===== config.mk =====
export PLATFORM = sky130hd
export DESIGN_NAME = cth_history_flat
export DESIGN_NICKNAME = d
export VERILOG_FILES = /design/src/cth_pkg.sv /design/src/cth_if.sv /design/src/cth_history.sv /design/src/flat_wrapper.sv
export SDC_FILE = /design/constraint.sdc
export NUM_CORES = 2
export LEC_CHECK = 0
export ABC_AREA = 1
export BUFFER_PORTS_ARGS = -buffer_cell sky130_fd_sc_hd__clkbuf_2
export CAP_MARGIN = 10
export CELL_PAD_IN_SITES_DETAIL_PLACEMENT = 1
export CELL_PAD_IN_SITES_GLOBAL_PLACEMENT = 2
export CORE_MARGIN = 2
export CORE_UTILIZATION = 32
export DETAILED_ROUTE_END_ITERATION = 8
export PLACE_DENSITY = 0.8
export SYNTH_ARGS = -nofsm -noshare
export SYNTH_HDL_FRONTEND = slang
export SYNTH_SLANG_ARGS = --single-unit

===== constraint.sdc =====
create_clock -name sys_clk -period 2.5 [get_ports sys_clk]
set_input_delay 0 -clock sys_clk [delete_from_list [all_inputs] [get_ports sys_clk]]
set_output_delay 0 -clock sys_clk [all_outputs]
set_load 0.02 [all_outputs]

===== src/cth_pkg.sv =====
// package of constants and types for the transmit history buffer
package cth_pkg;
    localparam int DEPTH = 16;
    localparam int PTR_W = 4;
    localparam int BUFNUM_W = 4;
    localparam int LABEL_W = 16;
    localparam int TSTAMP_W = 16;
    localparam int IRQ_LEVEL = 6;
    localparam logic [7:0] PTR_ADVANCE_CODE = 8'hFF;
    localparam logic [2:0] TYPE_TXBUF = 3'b001;
    localparam logic [2:0] TYPE_FIFO = 3'b010;
    localparam logic [2:0] TYPE_QUEUE = 3'b100;
    localparam logic [4:0] PTR_RESET = 5'h0;
    // source kind of a completed transmission
    typedef enum logic [1:0] {
        SRC_TXBUF = 2'b00,
        SRC_FIFO = 2'b01,
        SRC_QUEUE = 2'b10
    } cth_src_type;
    // one stored record
    typedef struct packed {
        logic [2:0] buf_type;
        logic [BUFNUM_W-1:0] buf_num;
        logic [LABEL_W-1:0] label;
        logic [TSTAMP_W-1:0] tstamp;
    } cth_rec_type;
endpackage


===== src/cth_if.sv =====
// interface joining channel transmit logic to the history buffer
`timescale 1ns/10ps
interface cth_if;
    // transmission-complete event from the channel transmit logic
    logic tx_done;
    cth_pkg::cth_src_type tx_src;
    logic [cth_pkg::BUFNUM_W-1:0] tx_buf_index;
    logic [cth_pkg::BUFNUM_W-1:0] fifo_linked_txbuf_sel;
    logic [cth_pkg::BUFNUM_W-1:0] queue_txbuf_index;
    logic tx_hist_keep;
    logic [cth_pkg::LABEL_W-1:0] tx_label;
    logic [cth_pkg::TSTAMP_W-1:0] tx_tstamp;
    // other transmit interrupt sources, combined by the history block
    logic tx_complete_irq;
    logic tx_abort_irq;
    logic fifo_tx_irq;
    logic queue_irq;
    modport device (
        input tx_done, tx_src, tx_buf_index, fifo_linked_txbuf_sel,
        input queue_txbuf_index, tx_hist_keep, tx_label, tx_tstamp,
        input tx_complete_irq, tx_abort_irq, fifo_tx_irq, queue_irq
    );
    modport host (
        output tx_done, tx_src, tx_buf_index, fifo_linked_txbuf_sel,
        output queue_txbuf_index, tx_hist_keep, tx_label, tx_tstamp,
        output tx_complete_irq, tx_abort_irq, fifo_tx_irq, queue_irq
    );
endinterface


===== src/cth_history.sv =====
// device end: per-channel transmit history buffer with interrupts
`timescale 1ns/10ps
module cth_history #(
    parameter int DEPTH = cth_pkg::DEPTH,
    parameter int IRQ_LEVEL = cth_pkg::IRQ_LEVEL
) (
    input wire logic sys_clk,
    input wire logic rst,
    cth_if.device link,
    // configuration (hist_config_reg fields)
    input wire logic hist_buffer_enable,
    input wire logic hist_irq_mode_sel,
    input wire logic hist_irq_enable,
    input wire logic [2:0] hist_log_kinds,
    // global control
    input wire logic hist_overflow_irq_enable,
    // software flag clears and pointer control write
    input wire logic hist_irq_flag_clr,
    input wire logic hist_overflow_flag_clr,
    input wire logic hist_pointer_wr,
    input wire logic [7:0] hist_pointer_control,
    // status and access window
    output logic hist_irq_flag,
    output logic hist_overflow_flag,
    output logic hist_empty_flag,
    output logic hist_full_flag,
    output logic [4:0] hist_count,
    output cth_pkg::cth_rec_type hist_access_window,
    output logic [4:0] global_tx_irq_status,
    output logic channel_tx_interrupt,
    output logic global_error_irq
);
    localparam int CNT_W = $clog2(DEPTH + 1);
    localparam int P_W = $clog2(DEPTH);

    typedef struct packed {
        cth_pkg::cth_rec_type [DEPTH-1:0] mem;
        logic [P_W-1:0] wr_ptr;
        logic [P_W-1:0] rd_ptr;
        logic [CNT_W-1:0] count;
        logic irq_flag;
        logic ovf_flag;
        logic [4:0] gstat;
        logic tx_irq;
        logic err_irq;
        cth_pkg::cth_rec_type window;
        logic empty_f;
        logic full_f;
    } cth_hist_state_type;

    cth_hist_state_type st;
    cth_hist_state_type next_st;

    // map a source kind to its one-hot type code
    function automatic logic [2:0] type_code(input cth_pkg::cth_src_type s);
        case (s)
            cth_pkg::SRC_TXBUF: type_code = cth_pkg::TYPE_TXBUF;
            cth_pkg::SRC_FIFO: type_code = cth_pkg::TYPE_FIFO;
            cth_pkg::SRC_QUEUE: type_code = cth_pkg::TYPE_QUEUE;
            default: type_code = 3'b000;
        endcase
    endfunction

    logic log_it;
    logic do_pop;
    logic do_push;
    logic full;
    logic empty;
    cth_pkg::cth_rec_type rec;

    // decide whether this completion is logged and build the record
    always_comb begin
        full = (st.count == CNT_W'(DEPTH));
        empty = (st.count == '0);
        // logged only if enabled, marked and kind selected
        log_it = link.tx_done && hist_buffer_enable && link.tx_hist_keep
            && ((type_code(link.tx_src) & hist_log_kinds) != 3'b000);
        rec.buf_type = type_code(link.tx_src);
        case (link.tx_src)
            cth_pkg::SRC_TXBUF: rec.buf_num = link.tx_buf_index;
            cth_pkg::SRC_FIFO: rec.buf_num = link.fifo_linked_txbuf_sel;
            cth_pkg::SRC_QUEUE: rec.buf_num = link.queue_txbuf_index;
            default: rec.buf_num = link.tx_buf_index;
        endcase
        rec.label = link.tx_label;
        rec.tstamp = link.tx_tstamp;
        // advance only on FF while enabled and not empty
        do_pop = hist_pointer_wr && (hist_pointer_control == cth_pkg::PTR_ADVANCE_CODE)
            && hist_buffer_enable && !empty;
        do_push = log_it && (!full || do_pop);
    end

    // next-state logic for the whole buffer
    always_comb begin
        next_st = st;
        if (do_push) begin
            next_st.mem[st.wr_ptr] = rec;
            next_st.wr_ptr = st.wr_ptr + P_W'(1);
        end
        if (do_pop) begin
            next_st.rd_ptr = st.rd_ptr + P_W'(1);
        end
        next_st.count = st.count + CNT_W'(do_push) - CNT_W'(do_pop);
        // clear first so that a same-cycle set wins; enable plays no part
        if (hist_irq_flag_clr) begin
            next_st.irq_flag = 1'b0;
        end
        if (do_push && (hist_irq_mode_sel || next_st.count == CNT_W'(IRQ_LEVEL))) begin
            next_st.irq_flag = 1'b1;
        end
        if (hist_overflow_flag_clr) begin
            next_st.ovf_flag = 1'b0;
        end
        if (log_it && full && !do_pop) begin
            next_st.ovf_flag = 1'b1;
        end
        // global status and combined transmit interrupt
        next_st.gstat = {next_st.irq_flag && hist_irq_enable, link.queue_irq,
            link.fifo_tx_irq, link.tx_abort_irq, link.tx_complete_irq};
        next_st.tx_irq = |next_st.gstat;
        next_st.err_irq = next_st.ovf_flag && hist_overflow_irq_enable;
        next_st.window = next_st.mem[next_st.rd_ptr];
        // level flags kept in flops so the outputs need no decode
        next_st.empty_f = (next_st.count == '0);
        next_st.full_f = (next_st.count == CNT_W'(DEPTH));
        if (rst) begin
            next_st = '0;
            next_st.empty_f = 1'b1; // buffer reads empty out of reset
        end
    end

    always_ff @(posedge sys_clk) begin
        st <= next_st;
    end

    // outputs come from the state flops
    assign hist_irq_flag = st.irq_flag;
    assign hist_overflow_flag = st.ovf_flag;
    assign hist_count = 5'(st.count);
    assign hist_empty_flag = st.empty_f;
    assign hist_full_flag = st.full_f;
    assign hist_access_window = st.window;
    assign global_tx_irq_status = st.gstat;
    assign channel_tx_interrupt = st.tx_irq;
    assign global_error_irq = st.err_irq;
endmodule // cth_history


===== src/flat_wrapper.sv =====
// flat-port wrapper written by rule: the top's interface ports become plain ports
module cth_history_flat 
#(
    parameter int DEPTH = cth_pkg::DEPTH,
    parameter int IRQ_LEVEL = cth_pkg::IRQ_LEVEL
)
  (sys_clk, rst, hist_buffer_enable, hist_irq_mode_sel, hist_irq_enable, hist_log_kinds, hist_overflow_irq_enable, hist_irq_flag_clr, hist_overflow_flag_clr, hist_pointer_wr, hist_pointer_control, hist_irq_flag, hist_overflow_flag, hist_empty_flag, hist_full_flag, hist_count, hist_access_window, global_tx_irq_status, channel_tx_interrupt, global_error_irq, link_tx_done, link_tx_src, link_tx_buf_index, link_fifo_linked_txbuf_sel, link_queue_txbuf_index, link_tx_hist_keep, link_tx_label, link_tx_tstamp, link_tx_complete_irq, link_tx_abort_irq, link_fifo_tx_irq, link_queue_irq);
  cth_if link_i ();
  input wire logic sys_clk;
  input wire logic rst;
  input wire logic hist_buffer_enable;
  input wire logic hist_irq_mode_sel;
  input wire logic hist_irq_enable;
  input wire logic [2:0] hist_log_kinds;
  input wire logic hist_overflow_irq_enable;
  input wire logic hist_irq_flag_clr;
  input wire logic hist_overflow_flag_clr;
  input wire logic hist_pointer_wr;
  input wire logic [7:0] hist_pointer_control;
  output logic hist_irq_flag;
  output logic hist_overflow_flag;
  output logic hist_empty_flag;
  output logic hist_full_flag;
  output logic [4:0] hist_count;
  output cth_pkg::cth_rec_type hist_access_window;
  output logic [4:0] global_tx_irq_status;
  output logic channel_tx_interrupt;
  output logic global_error_irq;
  input wire logic [$bits(link_i.tx_done)-1:0] link_tx_done;
  input wire logic [$bits(link_i.tx_src)-1:0] link_tx_src;
  input wire logic [$bits(link_i.tx_buf_index)-1:0] link_tx_buf_index;
  input wire logic [$bits(link_i.fifo_linked_txbuf_sel)-1:0] link_fifo_linked_txbuf_sel;
  input wire logic [$bits(link_i.queue_txbuf_index)-1:0] link_queue_txbuf_index;
  input wire logic [$bits(link_i.tx_hist_keep)-1:0] link_tx_hist_keep;
  input wire logic [$bits(link_i.tx_label)-1:0] link_tx_label;
  input wire logic [$bits(link_i.tx_tstamp)-1:0] link_tx_tstamp;
  input wire logic [$bits(link_i.tx_complete_irq)-1:0] link_tx_complete_irq;
  input wire logic [$bits(link_i.tx_abort_irq)-1:0] link_tx_abort_irq;
  input wire logic [$bits(link_i.fifo_tx_irq)-1:0] link_fifo_tx_irq;
  input wire logic [$bits(link_i.queue_irq)-1:0] link_queue_irq;
  assign link_i.tx_done = link_tx_done;
  assign link_i.tx_src = link_tx_src;
  assign link_i.tx_buf_index = link_tx_buf_index;
  assign link_i.fifo_linked_txbuf_sel = link_fifo_linked_txbuf_sel;
  assign link_i.queue_txbuf_index = link_queue_txbuf_index;
  assign link_i.tx_hist_keep = link_tx_hist_keep;
  assign link_i.tx_label = link_tx_label;
  assign link_i.tx_tstamp = link_tx_tstamp;
  assign link_i.tx_complete_irq = link_tx_complete_irq;
  assign link_i.tx_abort_irq = link_tx_abort_irq;
  assign link_i.fifo_tx_irq = link_fifo_tx_irq;
  assign link_i.queue_irq = link_queue_irq;
  cth_history #(.DEPTH(DEPTH), .IRQ_LEVEL(IRQ_LEVEL)) u_core (.sys_clk(sys_clk), .rst(rst), .link(link_i), .hist_buffer_enable(hist_buffer_enable), .hist_irq_mode_sel(hist_irq_mode_sel), .hist_irq_enable(hist_irq_enable), .hist_log_kinds(hist_log_kinds), .hist_overflow_irq_enable(hist_overflow_irq_enable), .hist_irq_flag_clr(hist_irq_flag_clr), .hist_overflow_flag_clr(hist_overflow_flag_clr), .hist_pointer_wr(hist_pointer_wr), .hist_pointer_control(hist_pointer_control), .hist_irq_flag(hist_irq_flag), .hist_overflow_flag(hist_overflow_flag), .hist_empty_flag(hist_empty_flag), .hist_full_flag(hist_full_flag), .hist_count(hist_count), .hist_access_window(hist_access_window), .global_tx_irq_status(global_tx_irq_status), .channel_tx_interrupt(channel_tx_interrupt), .global_error_irq(global_error_irq));
endmodule

==> summary.md <==
| Metric | Value |
|---|---|
| Status | finished with violations |
| Failing checks | setup timing |
| Final period util | 103% |
| Start point of the critical path | u_core.hist_count[2] |
| Mapped Cells | 5,887 |
| Area grow syn2layout | 36.9% |
| Die Wd | 348 µm |
| Hold Path Class | input pin to register |
| Core Area | 118,000 µm² |
| Max cap viols | 0 |
| Kind of start point of the critical path | register |
| Nets | 6,485 |
| CTS tree | yes |
| TNS Setup | -0.244 ns |
| Clk_skew | 0.0349 ns |
| Number of synthesized register bits | 687 |
| GRT overflow | 0 |
| Final Max Slew Viols | 0 |
| CP Capture Type | register |
| Required @ worst endpoint | 3.10 ns |
| RSZ-0062 raised after global routing | true |
| Mean Syn Cell Area | 6.45 µm² |
| CP max FO | 2 |
| # rows | 126 |
| Most common cell after layout, fill and taps aside | nand3_1 |
| Final RePlAce weighted congestion | 0.797 |
| N_diodes | 0 |
| Final Worst Setup Slack | -0.0826 ns |
| Pleak | 19.9 nW |
| R2r startpoint | u_core.hist_count[2] |
| Synth cell types | 31 |
| Worst vdd ir | 0.488 mV |
| Ys Warns | 0 |
| Ys async rst share | 0% |
| EDFF count, synth | 0 |
| Antenna violations before repair | 6 |
| Longest Clk Path Bufs | 3 |
| Avg WL per Cell | 23.5 µm |
| CTS sink cnt | 687 |
| Min Tclk post-route | 2.58 ns |
| First-pass GRT wire length | 265,000 µm |
| Worst R2R End | u_core.channel_tx_interrupt |
| Crit path DAT | 3.18 ns |
| Reg2Reg Depth | 16 |
| Vert. Die Dim | 348 µm |
| Synth Flop Type | dfxtp_1 |
| Vias in the first global route | 46,600 |
| Via count | 46,900 |
| DIE AREA | 121,000 µm² |
| Clock latency at the later pin of the worst-skew pair | 0.69 ns |
| Crit path to | u_core.channel_tx_interrupt |
| Htree depth | 3 |
| Mapped cell area | 38,000 µm² |
| Fin. Hold Viols | 0 |
| Reg2reg setup slack | -0.08 ns |
| Post-synth net total | 5,974 |
| Clock root buffer | clkbuf_16 |
| Residual DRC | 0 |
| Largest net degree at the start of global routing | 90 |
| Vias per cell | 5.87 |
| Layout cells sized above 1 | 20.4% |
| Maximum clock frequency | 387 MHz |
| # port buffers | 126 |
| GRT Overall Usage | 27.2% |
| Pre-CTS setup slack | -0.237 ns |
| Worst-path clk slew | 0.06 ns |
| Total wire length | 188,000 µm |
| Drt pass-1 iters | 6 |
| Initial Util | 32.2% |
| Worst-Margin Slew | 0.655 ns |
| Dpl hpwl | 107,000 µm |
| I/O pin count | 127 |
| Slew headroom | 56.3% |
| Final setup fails | 9 |
| CTS Buf Count | 86 |
| Drt initial violations | 4,071 |
| Critical path class | register to register |
| Post-route ant nets | 0 |
| Pwr per Cell Area | 505 nW/µm² |
| Most frequent cells in the layout | nand3_1, nand2_1, dfxtp_1 |
| Seq/Total Area, Yosys | 36.2% |
per-layer routing:
| metal | track usage [%] | part of all wire, % | vias up |
|---|---|---|---|
| met5 | 0 | 0.0069 | - |
| met4 | 8.52 | 4.3 | 2 |
| met3 | 2.84 | 6.3 | 407 |
| met2 | 47.6 | 47 | 1575 |
| met1 | 34.9 | 42 | 23600 |
| li1 | - | - | 21400 |
cell type report:
class,count,area [µm²]
Fill cell,14700,65900
Timing Repair inverter,2,27.5
Clock inverter,22,329
Multi-Input combinational cell,4496,21700
Tap cell,1536,1920
Timing Repair Buffer,1040,11300
Clock buffer,134,2610
Inverter,85,403
Sequential cell,687,13800
power by group:
part           internal, W  switching [W]  total (W)
clock network      0.00797        0.00539     0.0134
logic             0.000573        0.00132    0.00189
registers           0.0110      0.0000256     0.0110
metrics by stage:
step / hold slack, ns / total power, W / instances / area, µm² / util (%)
floorplan: 0.107 / 0.0121 / 5887 / 38000 / -
global placement: 0.212 / 0.0129 / 7722 / 45900 / 38.9
detailed placement: 0.222 / 0.0129 / 7722 / 45900 / 38.9
CTS: 0.00315 / 0.0262 / 7891 / 49000 / 41.6
global route: 0.0813 / 0.0269 / 8002 / 52000 / 44.1
finish: 0.0391 / 0.0263 / 8002 / 52000 / 44.1
registers in the layout, summed over array words and instances, names as in the netlist:
signal	flops
u_core.hist_empty_flag	1
u_core.channel_tx_interrupt	1
u_core.hist_count	5
u_core.st	632
u_core.hist_full_flag	1
u_core.hist_access_window	39
u_core.global_tx_irq_status	5
u_core.hist_overflow_flag	1
u_core.global_error_irq	1
u_core.hist_irq_flag	1
worst max-delay path, stage by stage, from the launching register on:
cell      delay, ns
dfxtp_2        0.32
inv_2          0.07
ha_4           0.15
nand2_4        0.06
nor2_4         0.10
a21oi_2        0.06
ha_1           0.29
inv_2          0.07
ha_4           0.12
inv_2          0.03
fa_2           0.37
o31ai_4        0.22
xor2_2         0.18
a31oi_1        0.10
o21bai_1       0.16
nand3_1        0.13
nand2_1        0.10
synthesized netlist by cell type (3+ instances only):
| master | count | area share, % |
|---|---|---|
| a21oi_1 | 672 | 8.9 |
| dfxtp_1 | 687 | 36 |
| nor2_1 | 26 | 0.26 |
| xor2_1 | 4 | 0.092 |
| nand2_1 | 1361 | 13 |
| buf_2 | 329 | 4.3 |
| nand3_1 | 1792 | 24 |
| inv_1 | 73 | 0.72 |
| buf_1 | 16 | 0.16 |
| inv_2 | 11 | 0.11 |
| o21bai_1 | 3 | 0.059 |
| or2_2 | 4 | 0.066 |
| nor2_2 | 4 | 0.066 |
| o21ai_0 | 592 | 7.8 |
| o21ai_1 | 11 | 0.14 |
| clkbuf_1 | 219 | 2.2 |
| ha_1 | 14 | 0.46 |
| buf_4 | 56 | 1.1 |
kinds of logic after synthesis:
kind of cell | count (synthesis) | synth area share (%)
AO/OA/AOI/OAI | 1281 | 16.9
XOR/XNOR | 6 | 0.158
adder cells (fa/ha/maj) | 15 | 0.514
buffers and inverters | 705 | 8.61
flip-flops | 687 | 36.2
AND/OR/NAND/NOR | 3193 | 37.6
how the worst min path moves through the flow:
stage | depth (start not counted) | endpoint | startpoint
after floorplan | 2 | u_core.global_tx_irq_status[0] | link_tx_complete_irq
after global placement | 3 | u_core.global_tx_irq_status[2] | link_fifo_tx_irq
after detailed placement | 3 | u_core.global_tx_irq_status[3] | link_queue_irq
after CTS | 8 | u_core.st[175] | link_fifo_linked_txbuf_sel[2]
after global routing | 8 | u_core.st[370] | link_fifo_linked_txbuf_sel[2]
final | 8 | u_core.st[370] | link_fifo_linked_txbuf_sel[2]
what timing repair did:
action | CTS | global route
buffers inserted | 1 | 47
resized for setup | 20 | 204
pin swaps | 4 | 45
endpoints found under the setup margin | 35 | 42
cloned | 0 | 64
endpoints found under the hold margin | 144 | 0
hold buffers | 12 | 0
(Power assumes the default switching activity.)
